File: src/core/mdw_pkg.sv
// Function
// wait at least 200 us after power-up before any cycle
// then issue eight row-strobe cycles with transfer enable high and eight shift clocks
// with the internal refresh counter, use eight column-before-row cycles instead
// write enable low before column strobe makes an early write, outputs stay off
// write enable late after row, column strobe and address gives read-modify-write
// neither timing means undefined output; never rely on it
// address may change at most twice while row strobe is low
// address may change at most once while row low and column high
// byte enable low at row fall latches mask; function level picks masked write kind
// byte enables high at row fall: function levels pick normal, block or color load
// mask bit low blocks that bit, high lets it be written
// in block write each four data pins mask four adjacent columns
// a byte enable low at row fall turns on write-per-bit masking
// write-per-bit writes only unmasked positions and keeps the rest
// block and flash writes store the color register under the masks
package mdw_pkg;
   localparam int CLK_MHZ = 25;
   localparam int CLK_NS = 40;
   localparam int PAUSE_US = 200;
   localparam int PAUSE_CYC = PAUSE_US * CLK_MHZ;
   localparam int T_RWD_NS = 90;
   localparam int T_CWD_NS = 40;
   localparam int T_AWD_NS = 55;
   localparam int RWD_CYC = (T_RWD_NS + CLK_NS - 1) / CLK_NS;
   localparam int CWD_CYC = (T_CWD_NS + CLK_NS - 1) / CLK_NS;
   localparam int AWD_CYC = (T_AWD_NS + CLK_NS - 1) / CLK_NS;
   localparam int READ_ACC_CYC = 2;
   localparam int SYNC_CYC = 2;
   localparam int LATE_A = (RWD_CYC > 2) ? RWD_CYC - 2 : 1;
   localparam int LATE_B = (CWD_CYC > LATE_A) ? CWD_CYC : LATE_A;
   localparam int LATE_C = (AWD_CYC > LATE_B) ? AWD_CYC : LATE_B;
   localparam int LATE_D = READ_ACC_CYC + SYNC_CYC;
   localparam logic [3:0] CAS_RD_CYC = 4'((LATE_D > LATE_C) ? LATE_D : LATE_C);
   localparam logic [3:0] RAS_MIN_CYC = 4'h3;
   localparam logic [3:0] PRE_CYC = 4'h2;
   localparam logic [3:0] INIT_CNT = 4'h8;
   localparam logic [3:0] REG_CTRL = 4'h0;
   localparam logic [3:0] REG_CMD = 4'h1;
   localparam logic [3:0] REG_ROW = 4'h2;
   localparam logic [3:0] REG_COL = 4'h3;
   localparam logic [3:0] REG_DATA = 4'h4;
   localparam logic [3:0] REG_MASK = 4'h5;
   localparam logic [3:0] REG_BYTE = 4'h6;
   localparam logic [3:0] REG_STATUS = 4'h7;
   localparam logic [3:0] REG_RDATA = 4'h8;
   localparam int CTRL_GO = 0;
   localparam int CTRL_CBR = 1;
   localparam int ST_BUSY = 0;
   localparam int ST_INIT_DONE = 1;
   localparam int ST_RVALID = 2;
   localparam int ST_REFUSED = 3;
   typedef enum logic [2:0] {
      OP_READ = 3'h0,
      OP_WRITE = 3'h1,
      OP_MASKED_WRITE = 3'h2,
      OP_BLOCK = 3'h3,
      OP_MASKED_BLOCK = 3'h4,
      OP_MASKED_FLASH = 3'h5,
      OP_LOAD_COLOR = 3'h6,
      OP_RMW = 3'h7
   } mdw_op_e;
   typedef struct packed {
      logic sfsel_ras;
      logic mask_ras;
      logic sfsel_cas;
      logic wr;
      logic late;
   } mdw_mode_s;
endpackage

File: src/core/mdw_init_if.sv
`timescale 1ns/1ps
`default_nettype none
interface mdw_init_if;
   logic go;
   logic ack;
   logic req;
   logic req_shift;
   logic done;
   modport seq (input go, input ack, output req, output req_shift, output done);
   modport ctl (output go, output ack, input req, input req_shift, input done);
endinterface
`default_nettype wire

File: src/core/mdw_init.sv
`timescale 1ns/1ps
`default_nettype none
module mdw_init #(
   parameter int PAUSE_CYC = mdw_pkg::PAUSE_CYC
) (
   input wire logic clk_sys,
   input wire logic reset,
   mdw_init_if.seq ini
);
   import mdw_pkg::*;
   typedef enum logic [4:0] {
      I_PAUSE = 5'b00001,
      I_WAIT_GO = 5'b00010,
      I_RAS = 5'b00100,
      I_SHIFT = 5'b01000,
      I_DONE = 5'b10000
   } mdw_ist_e;
   typedef struct packed {
      mdw_ist_e st;
      logic [15:0] cnt;
      logic req;
      logic req_shift;
      logic done;
   } mdw_iseq_s;
   mdw_iseq_s s;
   mdw_iseq_s n;
   assign ini.req = s.req;
   assign ini.req_shift = s.req_shift;
   assign ini.done = s.done;
   always_comb begin
      n = s;
      unique case (s.st)
         I_PAUSE: begin

            if (s.cnt == 16'(PAUSE_CYC - 1)) begin
               n.st = I_WAIT_GO;
               n.cnt = 16'h0000;
            end else begin
               n.cnt = s.cnt + 16'h0001;
            end
         end
         I_WAIT_GO: begin
            if (ini.go) begin
               n.st = I_RAS;
               n.req = 1'b1;
            end
         end
         I_RAS: begin

            if (ini.ack) begin
               if (s.cnt == 16'(INIT_CNT - 4'h1)) begin
                  n.st = I_SHIFT;
                  n.cnt = 16'h0000;
                  n.req_shift = 1'b1;
               end else begin
                  n.cnt = s.cnt + 16'h0001;
               end
            end
         end
         I_SHIFT: begin

            if (ini.ack) begin
               if (s.cnt == 16'(INIT_CNT - 4'h1)) begin
                  n.st = I_DONE;
                  n.req = 1'b0;
                  n.req_shift = 1'b0;
                  n.done = 1'b1;
               end else begin
                  n.cnt = s.cnt + 16'h0001;
               end
            end
         end
         I_DONE: begin
            n.done = 1'b1;
         end
         default: begin
            n.st = I_PAUSE;
         end
      endcase
   end
   always_ff @(posedge clk_sys or posedge reset) begin
      if (reset) begin
         s <= '{st: I_PAUSE, cnt: 16'h0000, req: 1'b0, req_shift: 1'b0, done: 1'b0};
      end else begin
         s <= n;
      end
   end
endmodule
`default_nettype wire

File: src/core/mdw_ctrl.sv
`timescale 1ns/1ps
`default_nettype none
module mdw_ctrl #(
   parameter int PAUSE_CYC = mdw_pkg::PAUSE_CYC
) (
   input wire logic clk_sys,
   input wire logic reset,
   input wire logic [3:0] reg_addr,
   input wire logic [15:0] reg_wdata,
   input wire logic reg_wr,
   input wire logic reg_rd,
   output logic [15:0] reg_rdata,
   output logic ras_n,
   output logic cas_n,
   output logic [8:0] dram_addr,
   output logic [15:0] dq_o,
   input wire logic [15:0] dq_i,
   output logic dq_oe,
   output logic write_enable_low_byte_n,
   output logic write_enable_high_byte_n,
   output logic special_function_select,
   output logic transfer_output_enable_n,
   output logic shift_clock_pin
);
   import mdw_pkg::*;
   typedef enum logic [7:0] {
      S_IDLE = 8'b00000001,
      S_CBR = 8'b00000010,
      S_ROW = 8'b00000100,
      S_COL = 8'b00001000,
      S_CAS = 8'b00010000,
      S_LATE = 8'b00100000,
      S_PRE = 8'b01000000,
      S_SHIFT = 8'b10000000
   } mdw_st_e;
   typedef struct packed {
      mdw_st_e st;
      logic [3:0] wait_cnt;
      logic init_cyc;
      logic ack;
      mdw_op_e op;
      logic ras_n;
      logic cas_n;
      logic [8:0] addr;
      logic [15:0] dq_o;
      logic dq_oe;
      logic we_lo_n;
      logic we_hi_n;
      logic sfsel;
      logic toe_n;
      logic shclk;
      logic init_go;
      logic use_cbr;
      logic [8:0] row;
      logic [8:0] col;
      logic [15:0] data;
      logic [15:0] mask;
      logic [1:0] byte_en;
      logic [15:0] rdata;
      logic rvalid;
      logic refused;
      logic [15:0] rd_data;
      logic [15:0] dq_s1;
      logic [15:0] dq_s2;
   } mdw_ctrl_s;
   mdw_ctrl_s s;
   mdw_ctrl_s n;
   mdw_mode_s m;
   mdw_op_e cmd_op;
   mdw_init_if ini ();
   mdw_init #(.PAUSE_CYC(PAUSE_CYC)) u_init (
      .clk_sys(clk_sys),
      .reset(reset),
      .ini(ini)
   );
   assign ini.go = s.init_go;
   assign ini.ack = s.ack;
   // pin levels per write kind
   function automatic mdw_mode_s op_mode(input mdw_op_e op);
      mdw_mode_s r;
      r = '{sfsel_ras: 1'b0, mask_ras: 1'b0, sfsel_cas: 1'b0, wr: 1'b1, late: 1'b0};
      unique case (op)
         OP_READ: r.wr = 1'b0;
         OP_WRITE: r.sfsel_cas = 1'b0;
         OP_MASKED_WRITE: r.mask_ras = 1'b1;
         OP_BLOCK: r.sfsel_cas = 1'b1;
         OP_MASKED_BLOCK: begin
            r.mask_ras = 1'b1;
            r.sfsel_cas = 1'b1;
         end
         OP_MASKED_FLASH: begin
            r.mask_ras = 1'b1;
            r.sfsel_ras = 1'b1;
         end
         OP_LOAD_COLOR: begin
            r.sfsel_ras = 1'b1;
            r.sfsel_cas = 1'b1;
         end
         OP_RMW: begin
            r.wr = 1'b0;
            r.late = 1'b1;
         end
      endcase
      return r;
   endfunction
   // close the cycle: strobes high, bus released
   function automatic mdw_ctrl_s enter_pre(input mdw_ctrl_s x);
      mdw_ctrl_s r;
      r = x;
      r.st = S_PRE;
      r.ras_n = 1'b1;
      r.cas_n = 1'b1;
      r.we_lo_n = 1'b1;
      r.we_hi_n = 1'b1;
      r.dq_oe = 1'b0;
      r.toe_n = 1'b1;
      r.sfsel = 1'b0;
      r.wait_cnt = PRE_CYC - 4'h1;
      return r;
   endfunction
   assign cmd_op = mdw_op_e'(reg_wdata[2:0]);
   assign m = op_mode(s.op);
   always_comb begin
      n = s;
      n.ack = 1'b0;
      n.rd_data = 16'h0000;
      n.dq_s1 = dq_i;
      n.dq_s2 = s.dq_s1;
      if (reg_rd) begin
         unique case (reg_addr)
            REG_CTRL: n.rd_data = {14'h0000, s.use_cbr, s.init_go};
            REG_ROW: n.rd_data = {7'h00, s.row};
            REG_COL: n.rd_data = {7'h00, s.col};
            REG_DATA: n.rd_data = s.data;
            REG_MASK: n.rd_data = s.mask;
            REG_BYTE: n.rd_data = {14'h0000, s.byte_en};
            REG_STATUS: begin
               n.rd_data = {12'h000, s.refused, s.rvalid, ini.done, s.st != S_IDLE};
               n.refused = 1'b0;
            end
            REG_RDATA: n.rd_data = s.rdata;
            default: n.rd_data = 16'h0000;
         endcase
      end
      if (reg_wr) begin
         unique case (reg_addr)
            REG_CTRL: begin
               n.init_go = reg_wdata[CTRL_GO];
               n.use_cbr = reg_wdata[CTRL_CBR];
            end
            REG_ROW: n.row = reg_wdata[8:0];
            REG_COL: n.col = reg_wdata[8:0];
            REG_DATA: n.data = reg_wdata;
            REG_MASK: n.mask = reg_wdata;
            REG_BYTE: n.byte_en = reg_wdata[1:0];
            default: n.init_go = s.init_go;
         endcase
      end
      if (reg_wr && reg_addr == REG_CMD && (s.st != S_IDLE || !ini.done)) begin
         n.refused = 1'b1;
      end
      unique case (s.st)
         S_IDLE: begin
            if (!ini.done) begin

               if (ini.req && !s.ack) begin
                  n.init_cyc = 1'b1;
                  n.toe_n = 1'b1;
                  n.addr = 9'h000;
                  if (ini.req_shift) begin
                     n.st = S_SHIFT;
                     n.shclk = 1'b1;
                  end else if (s.use_cbr) begin
                     n.st = S_CBR;
                     n.cas_n = 1'b0;
                  end else begin
                     n.st = S_ROW;
                     n.ras_n = 1'b0;
                     n.wait_cnt = RAS_MIN_CYC - 4'h1;
                  end
               end
            end else if (reg_wr && reg_addr == REG_CMD) begin
               n.op = cmd_op;
               n.st = S_ROW;
               n.rvalid = 1'b0;
               n.ras_n = 1'b0;
               n.addr = s.row;
               n.toe_n = 1'b1;
               n.sfsel = op_mode(cmd_op).sfsel_ras;
               n.we_lo_n = ~op_mode(cmd_op).mask_ras;
               n.we_hi_n = ~op_mode(cmd_op).mask_ras;
               n.dq_o = s.mask;
               n.dq_oe = op_mode(cmd_op).mask_ras;
               n.wait_cnt = 4'h0;
            end
         end
         S_CBR: begin
            n.st = S_ROW;
            n.ras_n = 1'b0;
            n.wait_cnt = RAS_MIN_CYC - 4'h1;
         end
         S_ROW: begin
            if (s.init_cyc) begin
               if (s.wait_cnt != 4'h0) begin
                  n.wait_cnt = s.wait_cnt - 4'h1;
               end else begin
                  n = enter_pre(n);
               end
            end else begin
               // single row-to-column address change
               n.st = S_COL;
               n.addr = s.col;
               n.sfsel = m.sfsel_cas;
               if (m.wr) begin

                  n.we_lo_n = ~s.byte_en[0];
                  n.we_hi_n = ~s.byte_en[1];
                  n.dq_o = s.data;
                  n.dq_oe = 1'b1;
               end else begin
                  n.we_lo_n = 1'b1;
                  n.we_hi_n = 1'b1;
                  n.dq_oe = 1'b0;
                  n.toe_n = 1'b0;
               end
            end
         end
         S_COL: begin
            n.st = S_CAS;
            n.cas_n = 1'b0;
            n.wait_cnt = m.wr ? 4'h0 : CAS_RD_CYC - 4'h1;
         end
         S_CAS: begin
            if (s.wait_cnt != 4'h0) begin
               n.wait_cnt = s.wait_cnt - 4'h1;
            end else if (!m.wr) begin

               n.rdata = s.dq_s2;
               n.rvalid = 1'b1;
               if (m.late) begin
                  n.st = S_LATE;
                  n.toe_n = 1'b1;
                  n.wait_cnt = 4'h1;
               end else begin
                  n = enter_pre(n);
               end
            end else begin
               n = enter_pre(n);
            end
         end
         S_LATE: begin
            // outputs turned off a cycle before data is driven
            if (s.wait_cnt != 4'h0) begin
               n.wait_cnt = 4'h0;
               n.we_lo_n = ~s.byte_en[0];
               n.we_hi_n = ~s.byte_en[1];
               n.dq_o = s.data;
               n.dq_oe = 1'b1;
            end else begin
               n = enter_pre(n);
            end
         end
         S_PRE: begin
            if (s.wait_cnt != 4'h0) begin
               n.wait_cnt = s.wait_cnt - 4'h1;
            end else begin
               n.st = S_IDLE;
               n.ack = s.init_cyc;
               n.init_cyc = 1'b0;
            end
         end
         S_SHIFT: begin
            n.shclk = 1'b0;
            n.st = S_IDLE;
            n.ack = 1'b1;
            n.init_cyc = 1'b0;
         end
         default: begin
            n = enter_pre(n);
         end
      endcase
   end
   always_ff @(posedge clk_sys or posedge reset) begin
      if (reset) begin
         s <= '{st: S_IDLE, wait_cnt: 4'h0, init_cyc: 1'b0, ack: 1'b0, op: OP_READ,
                ras_n: 1'b1, cas_n: 1'b1, addr: 9'h000, dq_o: 16'h0000, dq_oe: 1'b0,
                we_lo_n: 1'b1, we_hi_n: 1'b1, sfsel: 1'b0, toe_n: 1'b1, shclk: 1'b0,
                init_go: 1'b0, use_cbr: 1'b0, row: 9'h000, col: 9'h000,
                data: 16'h0000, mask: 16'h0000, byte_en: 2'h3, rdata: 16'h0000,
                rvalid: 1'b0, refused: 1'b0, rd_data: 16'h0000,
                dq_s1: 16'h0000, dq_s2: 16'h0000};
      end else begin
         s <= n;
      end
   end
   assign reg_rdata = s.rd_data;
   assign ras_n = s.ras_n;
   assign cas_n = s.cas_n;
   assign dram_addr = s.addr;
   assign dq_o = s.dq_o;
   assign dq_oe = s.dq_oe;
   assign write_enable_low_byte_n = s.we_lo_n;
   assign write_enable_high_byte_n = s.we_hi_n;
   assign special_function_select = s.sfsel;
   assign transfer_output_enable_n = s.toe_n;
   assign shift_clock_pin = s.shclk;
endmodule
`default_nettype wire

File: config.mk
export PLATFORM = sky130hd
export DESIGN_NAME = mdw_ctrl
export DESIGN_NICKNAME = d
export VERILOG_FILES = /design/src/core/mdw_pkg.sv /design/src/core/mdw_init_if.sv /design/src/core/mdw_init.sv /design/src/core/mdw_ctrl.sv
export SDC_FILE = /design/constraint.sdc
export NUM_CORES = 1
export LEC_CHECK = 0
export BUFFER_PORTS_ARGS = -buffer_cell sky130_fd_sc_hd__buf_2
export CAP_MARGIN = 30
export CORE_UTILIZATION = 58
export CTS_BUF_LIST = sky130_fd_sc_hd__clkbuf_8
export DETAILED_ROUTE_END_ITERATION = 12
export HOLD_SLACK_MARGIN = 0.15
export PLACE_DENSITY_LB_ADDON = 0.12
export SLEW_MARGIN = 20
export SYNTH_ARGS = -nofsm -noshare
export SYNTH_HDL_FRONTEND = slang
export SYNTH_SLANG_ARGS = --single-unit
File: constraint.sdc
create_clock -name clk_sys -period 11.13 [get_ports clk_sys]
set_input_delay 1.113 -clock clk_sys [delete_from_list [all_inputs] [get_ports clk_sys]]
set_output_delay 1.113 -clock clk_sys [all_outputs]
set_load 0.02 [all_outputs]
==> summary.txt, run 1 <==
Global routing
  – Via count of the first global-routing pass: 6083
  – GRT Total Usage: 0.271
  – Gr ovfl total: 0
  – Largest net degree at the start of global routing: 116
  – Initial antenna violation count: 0
  – Global-route wire length before repair: 32700 um

Placement
  – Placer Congestion: roughly 0.9
  – DP HPWL: 13800 um
  – Post-Place Worst Slack: approximately 7500 ps
  – Placed cell count: 970
  – Port buffer count: 88
  – Post-Place Cell Area: 9110 sq um

Power and ir drop
  – Comb power frac: 0.087
  – Power Density: 145 nW/um^2
  – Reg power frac: 0.584
  – Pint: 0.00102 W
  – Switching power: 0.000360 W
  – P_leak: 4.31 nW
  – Clock share of power: 0.329
  – Max VDD drop: 0.0000976 V
  – Switching part of the total: 0.261

Timing
  – Fmax: 318 MHz
  – Max-slew violation count: 0
  – Final hold vios: 0
  – Hold_ws: 356 ps
  – Final setup TNS: 0 ps
  – Worst Tran Pin Value: between 900 and 1000 ps
  – Final worst slack: around 8000 ps
  – Max transition margin: 0.385
  – RSZ-0062 raised after global routing: no
  – Final number of setup-violating endpoints: 0
  – Final min period: roughly 3100 ps
  – Fin crit share: 0.283
  – Final clock skew: 10.4 ps

Clock network
  – CTS tree: yes
  – Post-CTS Setup Inserts: 0
  – H-tree depth: 4
  – CTS Sinks: 194
  – Hold buffer count at cts: 0
  – CTS buffer count: 17
  – Clock buffer depth: 2
  – CTS root buffer: clkbuf_8
  – Cts repair resizes: 0
  – Clk_lat worst skew: 470 ps
  – Clock Pin Slew Worst Setup and Hold Paths: 90 ps

Worst setup path
  – CP cell instances: buf_2 > nor2b_1 > and2_1 > nand2_1 > mux2_2
  – Crit-path slowest cell: nand2_1
  – Critical path class: in2reg
  – Crit. End Element: flop
  – Max stage delay on crit path: 670 ps
  – Startpoint type of the worst setup path: primary input
  – Critical Path AT: 3500 ps
  – Crit path max-delay family: simple AND/OR/NAND/NOR gates
  – Required @ worst endpoint: 11480 ps
  – Crit-path max FO: 17
  – Worst Path Buf+Inv: 1

Floorplan
  – Die area: 15700 sq um
  – Die Width: 125 um
  – Core Area: 14700 sq um
  – Starting Density: 0.600
  – Rows: 44
  – Die H: between 100 and 150 um
  – Num ports: 89

Drt
  – Drt total wl: 19800 um
  – Via count: 6155
  – First-pass detailed-route iteration total: 11
  – Vias/cell: 6.15
  – # DRC: 9
  – Initial DRC Count: ~560
  – Final ANT Viol Nets: 0
  – WL/cell: 19.8 um

Synthesis
  – Mapped Nets: roughly 810
  – #FFs+latches synth: 194
  – Syn Area/Cell: 11.5 sq um
  – Post-synth EDFFs: 0
  – YS warnings: 0
  – Ys flop type: dfrtp_1
  – Post-synthesis sequential area ratio: 0.552
  – Async set-reset flop share out of synthesis: 1.00
  – Netlist Area Pre-Place: 8810 sq um
  – Post-Synthesis Cells: approximately 770
  – Count of unique library cells instantiated by Yosys: 68

Finish
  – Commonest non-fill, non-tap cell in the layout: dfrtp_1
  – Most frequent cells in the layout: 185 x dfrtp_1, 88 x buf_2, 75 x mux2_2
  – Layout cell share with drive strength beyond 1: 0.297
  – Layout area overhead: 8.14%
  – Final Cell Area: ~9500 sq um
  – Fin nets: 849
  – Fin cells: 1001
  – Antenna Cells: 0

Worst hold path
  – Hold Crit Class: reg2reg

Status
  – Outcome: complete, but fails checks
  – Failing checks: design-rule violations

Run
  – Number of max-cap violations: 0
logic make-up after synthesis:
family	Yosys count	share of synthesized area
AO/OA/AOI/OAI	174	0.142
buffers and inverters	83	0.0558
flip-flops	194	0.552
multiplexers	82	0.104
XOR/XNOR	16	0.0159
adder cells (fa/ha/maj)	3	0.00426
AND/OR/NAND/NOR	216	0.126
power groups by stage:
stage / clock network [W] / registers [W] / logic (W)
2_1_floorplan: 0 / 0.000800 / 0.0000882
3_3_place_gp: 0 / 0.000813 / 0.000115
3_5_place_dp: 0 / 0.000817 / 0.000120
4_1_cts: 0.000466 / 0.000803 / 0.000120
5_1_grt: 0.000495 / 0.000810 / 0.000131
6_report: 0.000453 / 0.000805 / 0.000120
cell usage after synthesis, drive strengths merged, types with 3 or more instances:
library cell | number | share of area
a211oi | 8 | 0.0068
a21o | 5 | 0.0043
a21oi | 49 | 0.035
a22o | 5 | 0.0050
a22oi | 32 | 0.027
a31oi | 5 | 0.0035
a32oi | 11 | 0.011
and2 | 3 | 0.0021
and3 | 9 | 0.0064
buf | 51 | 0.042
clkbuf | 25 | 0.011
dfrtp | 185 | 0.53
dfstp | 9 | 0.027
ha | 3 | 0.0043
inv | 7 | 0.0030
mux2 | 75 | 0.096
mux2i | 7 | 0.0080
nand2 | 38 | 0.016
nand2b | 10 | 0.0071
nand3 | 14 | 0.0080
nand3b | 6 | 0.0051
nand4 | 5 | 0.0035
nor2 | 75 | 0.033
nor2b | 8 | 0.0057
nor3 | 12 | 0.0068
nor3b | 5 | 0.0043
nor4 | 12 | 0.0099
nor4b | 3 | 0.0037
o211ai | 3 | 0.0026
o21a | 6 | 0.0051
o21ai | 19 | 0.011
o22ai | 7 | 0.0057
o31ai | 5 | 0.0043
or3 | 5 | 0.0035
or4 | 4 | 0.0034
xnor2 | 12 | 0.012
xor2 | 4 | 0.0040
layer usage:
layer  GRT usage  wire length, um  up-vias
met3      0.0608             1060       17
met1       0.403             9560     3120
met4      0.0725              187        0
li1            -                -     2827
met2       0.402             8990      191
met5           0                0        -
worst register-to-register path: cells and delay by family (launching register included):
family             cells  cell delay, ps
DFF                    1             460
AOI/OAI and AO/OA      1             180
and+or+nand+nor        5            2300
registers in the layout, indices dropped and copies added (netlist names), 9 cells and up, named ones only:
signal,cells
dram_addr,9
s,118
dq_o,16
u_init.s,21
reg_rdata,16
metrics by stage:
stage                      util  total power (W)
final                     0.648          0.00138
after global routing      0.648          0.00144
after CTS                 0.646          0.00139
after detailed placement  0.620         0.000936
after global placement    0.619         0.000928
after floorplan               -         0.000888
layout make-up:
type / count / area (sq um)
Clock inverter: 13 / 153
Sequential cell: 194 / 4870
Multi-Input combinational cell: 491 / 3500
Timing Repair Buffer: 95 / 517
Clock buffer: 17 / 234
Tap cell: 184 / 230
Inverter: 7 / 33.8
Fill cell: 1143 / 5170
worst paths after layout:
kind                                     from                        to  slack (ps)  depth (start not counted)
max                               reg_addr[2]         s[82]$_DFFE_PP0P_        7980                          5
min                           s[20]$_DFF_PP0_            s[4]$_DFF_PP0_         360                          0
max reg2reg                s[167]$_DFFE_PP0P_  dram_addr[3]$_DFFE_PP0P_        8130                          6
min reg2reg                   s[20]$_DFF_PP0_            s[4]$_DFF_PP0_         360                          0
max in group asynchronous               reset        s[110]$_DFFE_PP0P_        9220                          3
min in group asynchronous               reset           s[24]$_DFF_PP0_         760                          2
No activity file was read; power rests on OpenSTA's default activity.
==> run 2, diff against run 1 <==
- clock period: 11.13 -> 3.2 ns (I/O delays scaled with it)
==> summary.txt, run 2 (synthesized netlist as in run 1, its figures left out) <==
Status
  – Outcome: complete, but fails checks
  – Failing checks: design-rule violations

Drt
  – Drt total wl: 20700 um (+4.4%)
  – WL/cell: 19.8 um (about the same)
  – Via count: 6283 (+2.1%)
  – Vias/cell: 6.01 (-2.2%)
  – First-pass detailed-route iteration total: 11 (unchanged)
  – Final ANT Viol Nets: 0 (unchanged)
  – # DRC: 8 (-1)
  – Initial DRC Count: 426 (-24%)

Worst setup path
  – Crit-path max FO: 9 (-8)
  – Startpoint type of the worst setup path: flop
  – Crit. End Element: flop
  – Critical path class: reg2reg
  – Critical Path AT: 3070 ps (-430 ps)
  – Required @ worst endpoint: 3560 ps (-7920 ps)

Floorplan
  – Num ports: 89 (unchanged)
  – Die H: 125 um (unchanged)
  – Rows: 44 (unchanged)
  – Core Area: 14700 sq um (unchanged)
  – Die area: 15700 sq um (unchanged)
  – Starting Density: 0.600 (unchanged)
  – Die Width: 125 um (unchanged)

Clock network
  – CTS root buffer: clkbuf_8
  – Clock buffer depth: 2 (unchanged)
  – Clk_lat worst skew: 470 ps (about the same)
  – Post-CTS Setup Inserts: 0 (unchanged)
  – Clock Pin Slew Worst Setup and Hold Paths: 100 ps (about the same)
  – CTS buffer count: 17 (unchanged)
  – CTS tree: yes
  – H-tree depth: 4 (unchanged)
  – CTS Sinks: 194 (unchanged)

Finish
  – Layout area overhead: 13.0%
  – Largest reg by FF count: s
  – FILL cells: 1111 (-2.8%)
  – Biggest regs: s x118, u_init.s x21
  – Most frequent cells in the layout: 185 x dfrtp_1, 88 x buf_2, 75 x mux2_2
  – Layout cell share with drive strength beyond 1: 0.296 (-0.00126)
  – Multi-input logic area: 3480 sq um (-0.50%)
  – Commonest non-fill, non-tap cell in the layout: dfrtp_1
  – Max reg flops: 118 (unchanged)
  – Fin cells: 1045 (+4.4%)
  – Antenna Cells: 0 (unchanged)
  – Fin nets: 891 (+4.9%)
  – Register area: 4870 sq um (unchanged)

Global routing
  – Via count of the first global-routing pass: 6329 (+4.0%)
  – Initial antenna violation count: 0 (unchanged)
  – GRT Total Usage: 0.278 (+0.00711)
  – Gr ovfl total: 0 (unchanged)
  – Global-route wire length before repair: 33500 um (+2.4%)
  – Largest net degree at the start of global routing: 86 (-26%)

Timing
  – Final hold vios: 0 (unchanged)
  – Worst Tran Pin Value: 896 ps (-22.2 ps)
  – RSZ-0062 raised after global routing: no
  – Hold_ws: 194 ps (-162 ps)
  – Final min period: 2710 ps
  – Final setup TNS: 0 ps (unchanged)
  – Final worst slack: 495 ps (-7490 ps)
  – Max transition margin: 0.401 (+0.0159)
  – Fin crit share: 0.845
  – Final number of setup-violating endpoints: 0 (unchanged)
  – Max-slew violation count: 0 (unchanged)
  – Final clock skew: 13.5 ps (+3.14 ps)
  – Fmax: 370 MHz

Placement
  – Port buffer count: 88 (unchanged)
  – Post-Place Worst Slack: 521 ps (-7020 ps)
  – Placer Congestion: 0.868 (-1.6%)
  – DP HPWL: 14500 um (+5.0%)
  – Placed cell count: 982 (+1.2%)

Power and ir drop
  – Max VDD drop: 0.000393 V (+300%)
  – Final Total Pwr: 0.00484 W (+250%)
  – Power Density: 486 nW/um^2 (+240%)
  – P_leak: 4.51 nW (+4.7%)

Worst hold path
  – Hold Crit Class: in2reg

Run
  – Number of max-cap violations: 0 (unchanged)
[run 2: cell count changes in the layout (fill, tap and decap cells not counted), moves of 2 or more]
cell,before,now
buf_12,0,4
dlygate4sd3_1,0,30
buf_4,5,15
clkinv_4,1,4
clkinv_8,0,3
clkinvlp_4,4,2
[run 2: timing repair]
item,CTS,global route
hold buffers,30,0
endpoints found under the hold margin,69,0
endpoints found under the setup margin,0,0
resized for setup,0,0
[run 2: cell type report]
class                      count  share of cell area
sequential                   194               0.489
multi-input combinational    491               0.349
timing repair buffer         137              0.0938
clock buffer                  18              0.0249
tap                          184              0.0231
clock inverter                14              0.0171
inverter                       7             0.00302
[run 2: power breakdown]
part           switching, W  total, W  internal (W)
sequential         0.000151   0.00279       0.00264
clock              0.000920   0.00160      0.000677
combinational      0.000223  0.000452      0.000228
[run 2: through the flow]
| step | area, sq um | utilization |
|---|---|---|
| global route | 9960 | 0.677 |
| finish | 9960 | 0.677 |
| global placement | 9230 | 0.628 |
| CTS | 9950 | 0.677 |
| floorplan | 8820 | - |
| detailed placement | 9230 | 0.628 |
[run 2: final timing paths]
kind | endpoint | from | slack (ps) | cells past startpoint
min reg2reg | s[13]$_DFF_PP0_ | s[29]$_DFF_PP0_ | 360 | 0
max | s[160]$_DFFE_PP0P_ | s[166]$_DFFE_PP0P_ | 490 | 6
max reg2reg | s[160]$_DFFE_PP0P_ | s[166]$_DFFE_PP0P_ | 490 | 6
max in group asynchronous | write_enable_low_byte_n$_DFFE_PP1P_ | reset | 2050 | 4
min in group asynchronous | reg_rdata[7]$_DFF_PP0_ | reset | 380 | 3
min | s[48]$_DFF_PP0_ | reg_rd | 190 | 3
[run 2: layer usage]
metal | global-route usage | up-vias | part of all wire
met5 | 0 | - | 0
met4 | 0.0660 | 0 | 0.0097
met3 | 0.0638 | 11 | 0.052
met2 | 0.444 | 187 | 0.48
met1 | 0.388 | 3172 | 0.46
li1 | - | 2913 | -
[run 2: worst max-delay path, stage by stage (launching register included)]
cell and delay [ps]:
dfrtp_1 430, or4_1 630, or4_1 670, o22ai_2 380
nor2_1 160, nor4bb_1 170, a21o_1 150
